--- config.mk ---
export PLATFORM = sky130hd
export DESIGN_NAME = tosp_top
export DESIGN_NICKNAME = d
export VERILOG_FILES = /design/src/logic/tosp_pkg.sv /design/src/logic/tosp_top.sv
export SDC_FILE = /design/constraint.sdc
export NUM_CORES = 1
export LEC_CHECK = 0
export ABC_CLOCK_PERIOD_IN_PS = 6200
export BUFFER_PORTS_ARGS = -buffer_cell sky130_fd_sc_hd__buf_2
export CAP_MARGIN = 20
export CORE_ASPECT_RATIO = 0.5
export CORE_MARGIN = 3
export CORE_UTILIZATION = 25
export CTS_CLUSTER_SIZE = 16
export DETAILED_ROUTE_END_ITERATION = 8
export SYNTH_ARGS = -nofsm -noshare
export SYNTH_HDL_FRONTEND = slang
export SYNTH_SLANG_ARGS = --single-unit
--- constraint.sdc ---
create_clock -name CLK -period 6.2 [get_ports CLK]
set_clock_uncertainty 0.05 [all_clocks]
set_input_delay 1.24 -clock CLK [delete_from_list [all_inputs] [get_ports CLK]]
set_output_delay 1.24 -clock CLK [all_outputs]
set_load 0.01 [all_outputs]
--- src/logic/tosp_pkg.sv ---
// constants and carrier types of the two-channel one-shot pulse generator
// assumes a single 20 MHz clock domain and a classic wishbone register port
// Functional notes
// - two channels, period 256 prescaled clocks
// - falling trigger edge gives exactly one pulse
// - trigger source chosen by software
// - output polarity fixed per channel build option
// - preload zero gives full 256 periods
// - prescaler, 8-bit counter, 8-bit preload
// - count from preload, stop on rollover
// - overflow clears the software trigger bit
// - ch0 control bits 2-4 pick prescale
// - ch1 output replaces port pin when selected
// - stop clears prescaler, reloads, output inactive
// - synchronised start adds one clock through the arm state
// - prescaler steps on first edge type
// - ch0 control bits 0,1 enable comparators
// - comparator a pin 2 loses driver, pins 0-2 lose pull-ups
// - comparator b pin 3 loses driver, pins 3-4 lose pull-ups
// - disabled comparator leaves pins as gpio
// - ch0 bit5 enables irq b stop path (comparator a when exchange set)
// - ch0 bit6 enables comparator restart path
// - bit7 write one restarts, zero stops
// - select codes map to divisors ascending
// - polarity zero active high, one low
// - retriggers ignored while counting
package tosp_pkg;

  // ----------------------------------------------------------------
  // register map (byte addresses)
  // ----------------------------------------------------------------
  localparam logic [7:0] CH0_CTRL_OFS = 8'h20;
  localparam logic [7:0] CH1_CTRL_OFS = 8'h22;
  localparam logic [7:0] CH0_PRE_OFS  = 8'h24;
  localparam logic [7:0] CH1_PRE_OFS  = 8'h28;
  localparam logic [7:0] STATUS_OFS   = 8'h2c;
  localparam logic [7:0] CTRL_RST     = 8'h00;
  localparam logic [7:0] PRE_RST      = 8'h00;

  // ----------------------------------------------------------------
  // control field positions
  // ----------------------------------------------------------------
  localparam int CMPA_EN_BIT  = 0;
  localparam int CMPB_EN_BIT  = 1;
  localparam int XCHG_BIT     = 0;
  localparam int PSC_LSB      = 2;
  localparam int STOP_EN_BIT  = 5;
  localparam int RSTRT_EN_BIT = 6;
  localparam int SOFT_BIT     = 7;
  localparam logic [7:0] CNT_TOP = 8'hff;

  // ----------------------------------------------------------------
  // types
  // ----------------------------------------------------------------
  typedef enum logic [1:0] {TOSP_IDLE, TOSP_ARM, TOSP_RUN} tosp_state_t;

  typedef struct packed {
    tosp_state_t st;
    logic        edge_fall;
    logic [6:0]  psc;
    logic [7:0]  cnt;
    logic        out_act;
  } tosp_chan_t;

  typedef struct packed {
    logic        cyc;
    logic        stb;
    logic        we;
    logic [7:0]  adr;
    logic [3:0]  sel;
    logic [31:0] dat;
  } tosp_wb_req_t;

endpackage : tosp_pkg

--- src/logic/tosp_top.sv ---
// one-shot pulse generator, two channels, with comparator pin control
// assumes synchronous inputs on CLK and a classic wishbone master
`timescale 1ns/1ps
module tosp_top
  import tosp_pkg::*;
#(
  parameter bit CH0_POL_LOW = 1'b0,
  parameter bit CH1_POL_LOW = 1'b0,
  parameter bit CH1_ON_PIN  = 1'b1,
  parameter bit START_SYNC  = 1'b1
) (
  input  wire logic        CLK,
  input  wire logic        RESETN,
  input  wire logic        WB_CYC_I,
  input  wire logic        WB_STB_I,
  input  wire logic        WB_WE_I,
  input  wire logic [7:0]  WB_ADR_I,
  input  wire logic [3:0]  WB_SEL_I,
  input  wire logic [31:0] WB_DAT_I,
  output logic      [31:0] WB_DAT_O,
  output logic             WB_ACK_O,
  input  wire logic        COMPARATOR_A_OUT,
  input  wire logic        COMPARATOR_B_OUT,
  input  wire logic        EXT_IRQ_A,
  input  wire logic        EXT_IRQ_B,
  input  wire logic        PORT_A_BIT0_GPIO_O,
  input  wire logic        PORT_A_BIT0_GPIO_OE,
  input  wire logic [4:0]  PORT_C_GPIO_OE,
  input  wire logic [4:0]  PORT_C_PULLUP_REQ,
  output logic             PULSE_OUTPUT_0,
  output logic             PORT_A_BIT0_O,
  output logic             PORT_A_BIT0_OE,
  output logic [4:0]       PORT_C_OE_MASK,
  output logic [4:0]       PORT_C_PULLUP_EN
);

  // ----------------------------------------------------------------
  // state
  // ----------------------------------------------------------------
  typedef struct packed {
    logic [1:0]  rst_sync;
    logic [3:0]  trg_s1;
    logic [3:0]  trg_s2;
    logic [3:0]  trg_s3;
    logic [7:0]  ctrl0;
    logic [7:0]  ctrl1;
    logic [7:0]  pre0;
    logic [7:0]  pre1;
    tosp_chan_t  ch0;
    tosp_chan_t  ch1;
    logic        ack;
    logic [31:0] rdat;
    logic        pout0;
    logic        pa_o;
    logic        pa_oe;
    logic [4:0]  pc_oe;
    logic [4:0]  pc_pu;
  } tosp_regs_t;

  tosp_regs_t   q;
  tosp_regs_t   d;
  logic         rst_n;
  logic [3:0]   trg_fall;
  logic         half_fall;
  tosp_wb_req_t req;

  assign rst_n = q.rst_sync[1];
  assign req   = '{cyc: WB_CYC_I, stb: WB_STB_I, we: WB_WE_I, adr: WB_ADR_I,
                   sel: WB_SEL_I, dat: WB_DAT_I};

  // ----------------------------------------------------------------
  // helpers
  // ----------------------------------------------------------------
  function automatic logic [6:0] psc_mask(input logic [2:0] sel);
    psc_mask = 7'((8'h01 << sel) - 8'h01);
  endfunction : psc_mask

  // one channel step: start, stop, prescaled count
  function automatic tosp_chan_t chan_step(
    input tosp_chan_t c,
    input logic [2:0] psel,
    input logic [7:0] pre,
    input logic       start,
    input logic       stop,
    input logic       half
  );
    tosp_chan_t n;
    logic       tick;
    n    = c;
    tick = 1'b0;
    case (c.st)
      TOSP_IDLE: begin
        n.cnt = pre;
        if (start && !stop) begin
          n.st = START_SYNC ? TOSP_ARM : TOSP_RUN;
          n.out_act   = !START_SYNC;
          n.psc       = '0;
          n.edge_fall = 1'b0;
        end
      end
      TOSP_ARM: begin
        n.st        = TOSP_RUN;
        n.out_act   = 1'b1;
        n.edge_fall = half;
      end
      TOSP_RUN: begin
        if (n.psc == psc_mask(psel)) begin
          tick  = 1'b1;
          n.psc = '0;
        end else begin
          n.psc = 7'(n.psc + 7'h01);
        end
        if (tick) begin
          n.cnt = 8'(c.cnt + 8'h01);
        end
      end
      default: n.st = TOSP_IDLE;
    endcase
    if (stop || (tick && c.cnt == CNT_TOP)) begin
      n.st      = TOSP_IDLE;
      n.psc     = '0;
      n.cnt     = pre;
      n.out_act = 1'b0;
    end
    chan_step = n;
  endfunction : chan_step

  // ----------------------------------------------------------------
  // next state
  // ----------------------------------------------------------------
  always_comb begin
    logic       hit;
    logic       wr;
    logic       run0;
    logic       run1;
    logic       sw0_set;
    logic       sw0_clr;
    logic       sw1_set;
    logic       sw1_clr;
    logic       stop0_hw;
    logic       start0_hw;
    logic       stop1_hw;
    logic       start1_hw;
    logic       trg_stop_sel;
    logic       trg_rstrt_sel;
    logic [7:0] wbyte;
    tosp_chan_t n0;
    tosp_chan_t n1;
    hit = 1'b0; wr = 1'b0; run0 = 1'b0; run1 = 1'b0;
    sw0_set = 1'b0; sw0_clr = 1'b0; sw1_set = 1'b0; sw1_clr = 1'b0;
    stop0_hw = 1'b0; start0_hw = 1'b0; stop1_hw = 1'b0; start1_hw = 1'b0;
    trg_stop_sel = 1'b0; trg_rstrt_sel = 1'b0;
    wbyte = 8'h00;
    n0 = q.ch0;
    n1 = q.ch1;
    d  = q;
    d.rst_sync = {q.rst_sync[0], 1'b1};
    // synchronisers: cmp a, cmp b, irq a, irq b
    d.trg_s1 = {EXT_IRQ_B, EXT_IRQ_A, COMPARATOR_B_OUT, COMPARATOR_A_OUT};
    d.trg_s2 = q.trg_s1;
    d.trg_s3 = q.trg_s2;
    trg_fall = q.trg_s3 & ~q.trg_s2;

    // bus slave
    hit   = req.cyc && req.stb && !q.ack;
    wr    = hit && req.we && req.sel[0];
    wbyte = req.dat[7:0];
    d.ack = hit;
    d.rdat = 32'h0;
    if (hit && !req.we) begin
      case (req.adr)
        CH0_CTRL_OFS: d.rdat = {24'h0, q.ctrl0};
        CH1_CTRL_OFS: d.rdat = {24'h0, q.ctrl1};
        CH0_PRE_OFS:  d.rdat = {24'h0, q.pre0};
        CH1_PRE_OFS:  d.rdat = {24'h0, q.pre1};
        STATUS_OFS:   d.rdat = {30'h0, q.ch1.st != TOSP_IDLE, q.ch0.st != TOSP_IDLE};
        default:      d.rdat = 32'h0;
      endcase
    end

    run0 = q.ch0.st != TOSP_IDLE;
    run1 = q.ch1.st != TOSP_IDLE;
    if (wr && req.adr == CH0_CTRL_OFS) begin
      sw0_set = wbyte[SOFT_BIT] && !q.ctrl0[SOFT_BIT];
      sw0_clr = !wbyte[SOFT_BIT] && q.ctrl0[SOFT_BIT];
      d.ctrl0 = wbyte;
    end
    if (wr && req.adr == CH1_CTRL_OFS) begin
      sw1_set = wbyte[SOFT_BIT] && !q.ctrl1[SOFT_BIT];
      sw1_clr = !wbyte[SOFT_BIT] && q.ctrl1[SOFT_BIT];
      d.ctrl1 = {wbyte[7:2], 1'b0, wbyte[XCHG_BIT]};
    end
    if (wr && req.adr == CH0_PRE_OFS) d.pre0 = wbyte;
    if (wr && req.adr == CH1_PRE_OFS) d.pre1 = wbyte;

    // trigger routing, exchange bit swaps cmp a and irq b
    trg_stop_sel  = q.ctrl1[XCHG_BIT] ? trg_fall[0] : trg_fall[3];
    trg_rstrt_sel = q.ctrl1[XCHG_BIT] ? trg_fall[3] : trg_fall[0];
    stop0_hw  = q.ctrl0[STOP_EN_BIT] && trg_stop_sel;
    start0_hw = q.ctrl0[RSTRT_EN_BIT] && trg_fall[1];
    stop1_hw  = q.ctrl1[STOP_EN_BIT] && trg_fall[2];
    start1_hw = q.ctrl1[RSTRT_EN_BIT] && trg_rstrt_sel;

    // running channel ignores further starts
    n0 = chan_step(q.ch0, q.ctrl0[PSC_LSB +: 3], q.pre0,
                   !run0 && (start0_hw || sw0_set), run0 && (stop0_hw || sw0_clr),
                   half_fall);
    n1 = chan_step(q.ch1, q.ctrl1[PSC_LSB +: 3], q.pre1,
                   !run1 && (start1_hw || sw1_set), run1 && (stop1_hw || sw1_clr),
                   half_fall);
    d.ch0 = n0;
    d.ch1 = n1;
    // trigger bit mirrors activity; hw start sets, any stop clears
    d.ctrl0[SOFT_BIT] = n0.st != TOSP_IDLE;
    d.ctrl1[SOFT_BIT] = n1.st != TOSP_IDLE;

    // outputs and pin sharing
    d.pout0 = n0.out_act ^ CH0_POL_LOW;
    d.pa_o  = CH1_ON_PIN ? (n1.out_act ^ CH1_POL_LOW) : PORT_A_BIT0_GPIO_O;
    d.pa_oe = CH1_ON_PIN ? 1'b1 : PORT_A_BIT0_GPIO_OE;
    d.pc_oe = PORT_C_GPIO_OE;
    d.pc_pu = PORT_C_PULLUP_REQ;
    if (d.ctrl0[CMPA_EN_BIT]) begin
      d.pc_oe[2]   = 1'b0;
      d.pc_pu[2:0] = 3'h0;
    end
    if (d.ctrl0[CMPB_EN_BIT]) begin
      d.pc_oe[3]   = 1'b0;
      d.pc_pu[4:3] = 2'h0;
    end
  end

  // ----------------------------------------------------------------
  // registers
  // ----------------------------------------------------------------
  always_ff @(posedge CLK or negedge RESETN) begin
    if (!RESETN) begin
      q <= '{ctrl0: CTRL_RST, ctrl1: CTRL_RST, pre0: PRE_RST, pre1: PRE_RST,
             pout0: CH0_POL_LOW, pa_o: CH1_POL_LOW, default: '0};
    end else if (!rst_n) begin
      q          <= '{ctrl0: CTRL_RST, ctrl1: CTRL_RST, pre0: PRE_RST, pre1: PRE_RST,
                      pout0: CH0_POL_LOW, pa_o: CH1_POL_LOW, default: '0};
      q.rst_sync <= d.rst_sync;
    end else begin
      q <= d;
    end
  end

  // first edge type taken as rising in this single-edge build
  assign half_fall = 1'b0;

  assign WB_DAT_O         = q.rdat;
  assign WB_ACK_O         = q.ack;
  assign PULSE_OUTPUT_0   = q.pout0;
  assign PORT_A_BIT0_O    = q.pa_o;
  assign PORT_A_BIT0_OE   = q.pa_oe;
  assign PORT_C_OE_MASK   = q.pc_oe;
  assign PORT_C_PULLUP_EN = q.pc_pu;

endmodule : tosp_top

# == Word-level counts from Yosys, hierarchy flattened ==
# Cells that the tools add are included.
# classes
reduce_logical,50
n_shift,2
addsub,6
n_bitwise,2
mux,43
n_eq_ne,23
# op_table
cell,n
$mux 128,1
$pmux 15 s2,2
$eq 8x6->1 const B,5
$pmux 8 s5,1
$mux 16,2
$mux 32,1
$mux 8,4
$mux 7,4
$logic_and 1x1->1,25
$mux 10,2
$add 8x1->8 const B,2
$eq 8x8->1 const B,2
$mux 1,16
$ne 4x4->1 const B,4
$add 7x1->7 const B,2
$eq 7x7->1,2
$shl 1x3->7 const A,2
$sub 7x1->7 const B,2
$pmux 2 s3,2
$logic_not 1->1,9
$ne 2x1->1 const B,4
$ne 4x1->1 const B,2
$pmux 1 s2,4
$reduce_and 2->1,4
other kinds (9),22
# word_totals
regBits,128
elab_cells,151
out_inout_bits,46
in_bits,65

# == Logic depth before layout (Yosys ltp) ==
# logic_depth
ltp_word,15
depth_mapped,12
mapped_depth_nobuf,10

# == Worst setup path after synthesis ==
# OpenSTA, ideal clock, no wires.
# synth_path
path_kind,input port to flip-flop
start,in WB_ADR_I[3]
end,reg q[79] in the netlist's numbering
setup_slack_ns,3.127
stages,9
arrival_time_ns,2.920
n_path_buf,2
t_required_ns,6.047
setup_time_ns,0.103
path_cell_list,nor4b_1 and2_1 buf_2 nand3_1 o211a_1 o211a_1 buf_6 nand2b_4 o41ai_2
# synth_between
elab_chain_cells,9
word_cells_on_any_way,16
classes_between,3 x eq/ne; 4 x mux; 9 x reduce/logical
# synth_lines
element,line,source
from (decl),tosp_top.sv:17,"input wire logic [7:0] WB_ADR_I,"
$eq 8x6->1 *,tosp_top.sv:183,if (wr && req.adr == CH0_CTRL_OFS) begin
$logic_and 1x1->1 *,tosp_top.sv:183,
$mux 1,tosp_top.sv:183,
$logic_or 1x1->1,tosp_top.sv:206,"!run0 && (start0_hw || sw0_set), run0 && (stop0_hw || sw0_clr),"
$logic_and 1x1->1,tosp_top.sv:206,
$logic_not 1->1,tosp_top.sv:94,if (start && !stop) begin
$logic_and 1x1->1,tosp_top.sv:94,
$ne 4x4->1 (no source line),--,
$reduce_and 2->1 (no source line),--,
to (signal assigned),tosp_top.sv:238,"q <= '{ctrl0: CTRL_RST, ctrl1: CTRL_RST, pre0: PRE_RST, pre1: PRE_RST,"
to (signal assigned),tosp_top.sv:241,"q <= '{ctrl0: CTRL_RST, ctrl1: CTRL_RST, pre0: PRE_RST, pre1: PRE_RST,"
to (decl),tosp_top.sv:60,tosp_regs_t q;
# Every way passes the cells marked *; elsewhere a longest branch is shown, timed or not.
# A chain may end at the register's enable or synchronous reset.

# == Worst setup path after layout ==
# layout_path
start,in WB_ADR_I[2]
end,reg q[50] in the netlist's numbering
# layout_between
elab_chain_cells,8
word_cells_on_any_way,11
classes_between,3 x eq/ne; 3 x mux; 5 x reduce/logical
# layout_lines
element,line,source
$eq 8x6->1 *,tosp_top.sv:188,if (wr && req.adr == CH1_CTRL_OFS) begin
$logic_and 1x1->1 *,tosp_top.sv:188,
$mux 1 *,tosp_top.sv:188,
$logic_or 1x1->1 *,tosp_top.sv:209,"!run1 && (start1_hw || sw1_set), run1 && (stop1_hw || sw1_clr),"
$logic_and 1x1->1 *,tosp_top.sv:209,
$logic_or 1x1->1 *,tosp_top.sv:119,if (stop || (tick && c.cnt == CNT_TOP)) begin
$ne 4x4->1 (no source line) (tied with other cells),--,
$reduce_and 2->1 (no source line) / $mux 128 (equally long branches),--,
# Marks and branches as above.

==> impl_metrics.yaml <==
placement:
  place_hpwl_mm: 10.40
  gp_congestion: 0.8431
  portBuffers: 57
  placed_area_mm2: 0.006206
synth:
  synth_common_cells: "101 x dfrtp_1, 50 x nand2_1, 43 x buf_4"
  syn_area_per_cell_um2: 9.522
  synth-warning-count: 0
  netlist-cell-type-count: 75
  post-synth-top-area-fraction_pct: 42.88
  synth_flop_cell: "dfrtp_1"
  synth_most_common_cell: "dfrtp_1"
  ys_seq_area_share_pct: 42.88
  synth_seq_cells: 101
  syn_area_mm2: 0.005894
  synth_cells: 619
  synth_edf_count: 0
  synth_area_leader_cell: "dfrtp_1"
  synth_area_leaders: "dfrtp_1 43%, buf_4 5.5%, mux2i_1 3.6%"
  synth-async-reset-ratio_pct: 100.0
floorplanning:
  start_util_pct: 25.65
  die_area_mm2: 0.02557
  ios: 111
  die_w_um: 223.2
  core_mm2: 0.02298
  num_rows: 39
  die_h_um: 114.6
grt:
  grt_max_degree: 63
  track_usage_pct: 11.44
  grt.met1_usage_pct: 15.44
  grt_pass1_wl_mm: 23.43
  antenna_found_initial: 0
  grt_pass1_vias: 4406
  met2_usage_pct: 17.48
  grt.met3_usage_pct: 3.151
  grt.busiest_layer: "met2"
  gr-total-overflow: 0
cts:
  clock_path_buffers: 2
  cts_setup_buffers: 0
  root_buffer: "clkbuf_16"
  cts_hold_buffers: 0
  cts.sinks: 101
  numCtsBuffers: 9
  clk_pin_slew_ns: 0.07
  clk_latency_ns: 0.35
  cts_tree: "built"
  cts-resized-gates: 0
  cts.htree.levels: 3
power:
  peakVddDrop_mv: 0.1226
  p_leak_nw: 2.762
  powerDensity_mw_per_mm2: 214.1
critical_path:
  crit_buf_inv: 1
  slowest_delay_ns: 0.55
  crit_family: "compound AO/OA/AOI/OAI gates"
  cp-end-kind: "flip-flop"
  cp.arrival_ns: 3.60
  r2r_cells: 9
  cp.required_ns: 6.44
  worstReg2RegEnd: "q[50]$_DFFE_PN0P_"
  crit_path_start_kind: "primary input"
  r2r_slack_ns: 2.87
  crit-reg2reg-launch: "q[103]$_DFFE_PN0P_"
  cp-startpoint: "WB_ADR_I[2]"
  worstSetupPathType: "in -> reg"
  crit_chain: "buf_2 > nor4b_1 > and3_1 > a31oi_1 > o21ai_0 > o21ai_0 > o21ba_2 > o2bb2a_1"
  worst_path_max_delay_cell: "and3_1"
  cp_max_fo: 12
  cp_common_cell: "o21ai_0"
timing:
  fin_crit_ns: 3.359
  setup_viol: 0
  setup_tns_ns: 0
  holdWs_ns: 0.3006
  rsz0062_at_grt: "false"
  hold_viol: 0
  post-route-period-util_pct: 54.18
  max_slew_margin_pct: 43.30
  tightestPinTransition_ns: 0.8440
  fmax_mhz: 297.7
  finalMaxSlewViolations: 0
final_layout:
  final_area_mm2: 0.006565
  n_fill_cell: 2420
  syn2layout_area_growth_pct: 11.38
  final_util_pct: 28.56
  fin_nets: 717
  diodes: 0
  drive_gt1_share_pct: 15.68
worst_hold_path:
  worstHoldStart: "d[129]$_DFF_PN0_"
  min_path_cells: 0
  hold_path_class: "reg -> reg"
  min_to: "q[129]$_DFF_PN0_"
route:
  drt-initial-drc-count: 365
  wl_per_cell_um: 14.83
  avgViaCountPerCell: 4.803
  remaining_drc_errors: 0
  drt_first_pass_iters: 5
  dr_total_vias: 4568
  detail-route-antenna-nets: 0
  wl_mm: 14.11
run:
  maxCapViolations: 0
outcome:
  status: "finished, final reports clean"
[power breakdown]
part | internal (W) | total (W) | switching, W
sequential | 0.000666 | 0.000671 | 0.00000522
clock | 0.000417 | 0.000669 | 0.000252
combinational | 0.0000219 | 0.0000651 | 0.0000432
total | 0.00111 | 0.00141 | 0.000300
[metal layers]
metal / routed length [um] / part of all wire (%) / vias up
met3: 749 / 5.3 / 21
met4: 395 / 2.8 / 0
li1: - / - / 2184
met5: 0 / 0 / -
met1: 6726 / 48 / 2251
met2: 6233 / 44 / 112
[area by class of cell]
class	instances	area [um2]	area share [%]
Clock inverter	5	106.4	1.620
Clock buffer	11	252.7	3.850
Tap cell	307	384.1	5.851
Sequential cell	101	2529	38.52
Timing Repair Buffer	61	317.8	4.841
Inverter	18	67.56	1.029
Multi-Input combinational cell	448	2908	44.29
[layout by cell type (no fill, tap or decap), drive strengths merged, types with 7 or more instances in the layout]
master,Yosys,final
nand3,37,37
a221oi,7,7
mux2i,21,21
o211ai,7,7
and2,24,24
nor2b,16,16
nand2,50,50
a22o,7,7
inv,18,18
a21oi,14,14
nor3b,8,8
nor3,20,20
ha,13,13
buf,56,61
clkbuf,19,11
nor2,27,27
conb,2,25
dfrtp,101,101
a21boi,22,22
and3,14,14
a31oi,7,7
o21ai,41,41
[cells by family (layout without fill, tap and decap cells)]
family	count (synthesis)	in the layout	share of synthesized area (%)
adder cells (fa/ha/maj)	13	13	2.760
XOR/XNOR	6	6	0.8915
flip-flops	101	101	42.88
AO/OA/AOI/OAI	143	143	17.49
multiplexers	23	23	4.139
other	2	25	0.1274
buffers and inverters	93	95	9.255
AND/OR/NAND/NOR	238	238	22.46
[registers in the layout (all words and copies together) (netlist names)]
name              cells
q                    72
WB_ACK_O              1
PORT_C_PULLUP_EN      5
d                     9
WB_DAT_O              8
PORT_A_BIT0_OE        1
PORT_C_OE_MASK        5
[worst register-to-register path: stages, from the launching register on]
cell and delay, ns:
dfrtp_1 0.54, or3_1 0.42, ha_1 0.32, xnor2_1 0.13, a31o_2 0.21, a311o_2 0.38
nor4_4 0.44, o21ai_0 0.32, o21ba_2 0.33, o2bb2a_1 0.13
[through the flow]
stage	power [W]	instances	setup slack (ns)
5_1_grt	0.001464	951	2.556
3_5_place_dp	0.0007507	935	2.514
2_1_floorplan	0.0007271	642	3.127
4_1_cts	0.001426	951	2.880
3_3_place_gp	0.0007495	935	2.514
6_report	0.001405	951	2.841
[how the worst max path moves through the flow]
stage,slack [ns],depth (start not counted),endpoint
after global placement,2.51,8,q[80]$_DFFE_PN0P_
after detailed placement,2.51,8,q[80]$_DFFE_PN0P_
final,2.84,8,q[50]$_DFFE_PN0P_
after global routing,2.56,9,q[59]$_DFFE_PN0P_
after floorplan,3.13,9,q[79]$_DFFE_PN0P_
after CTS,2.88,9,q[50]$_DFFE_PN0P_
No activity file was read; power rests on OpenSTA's default activity.
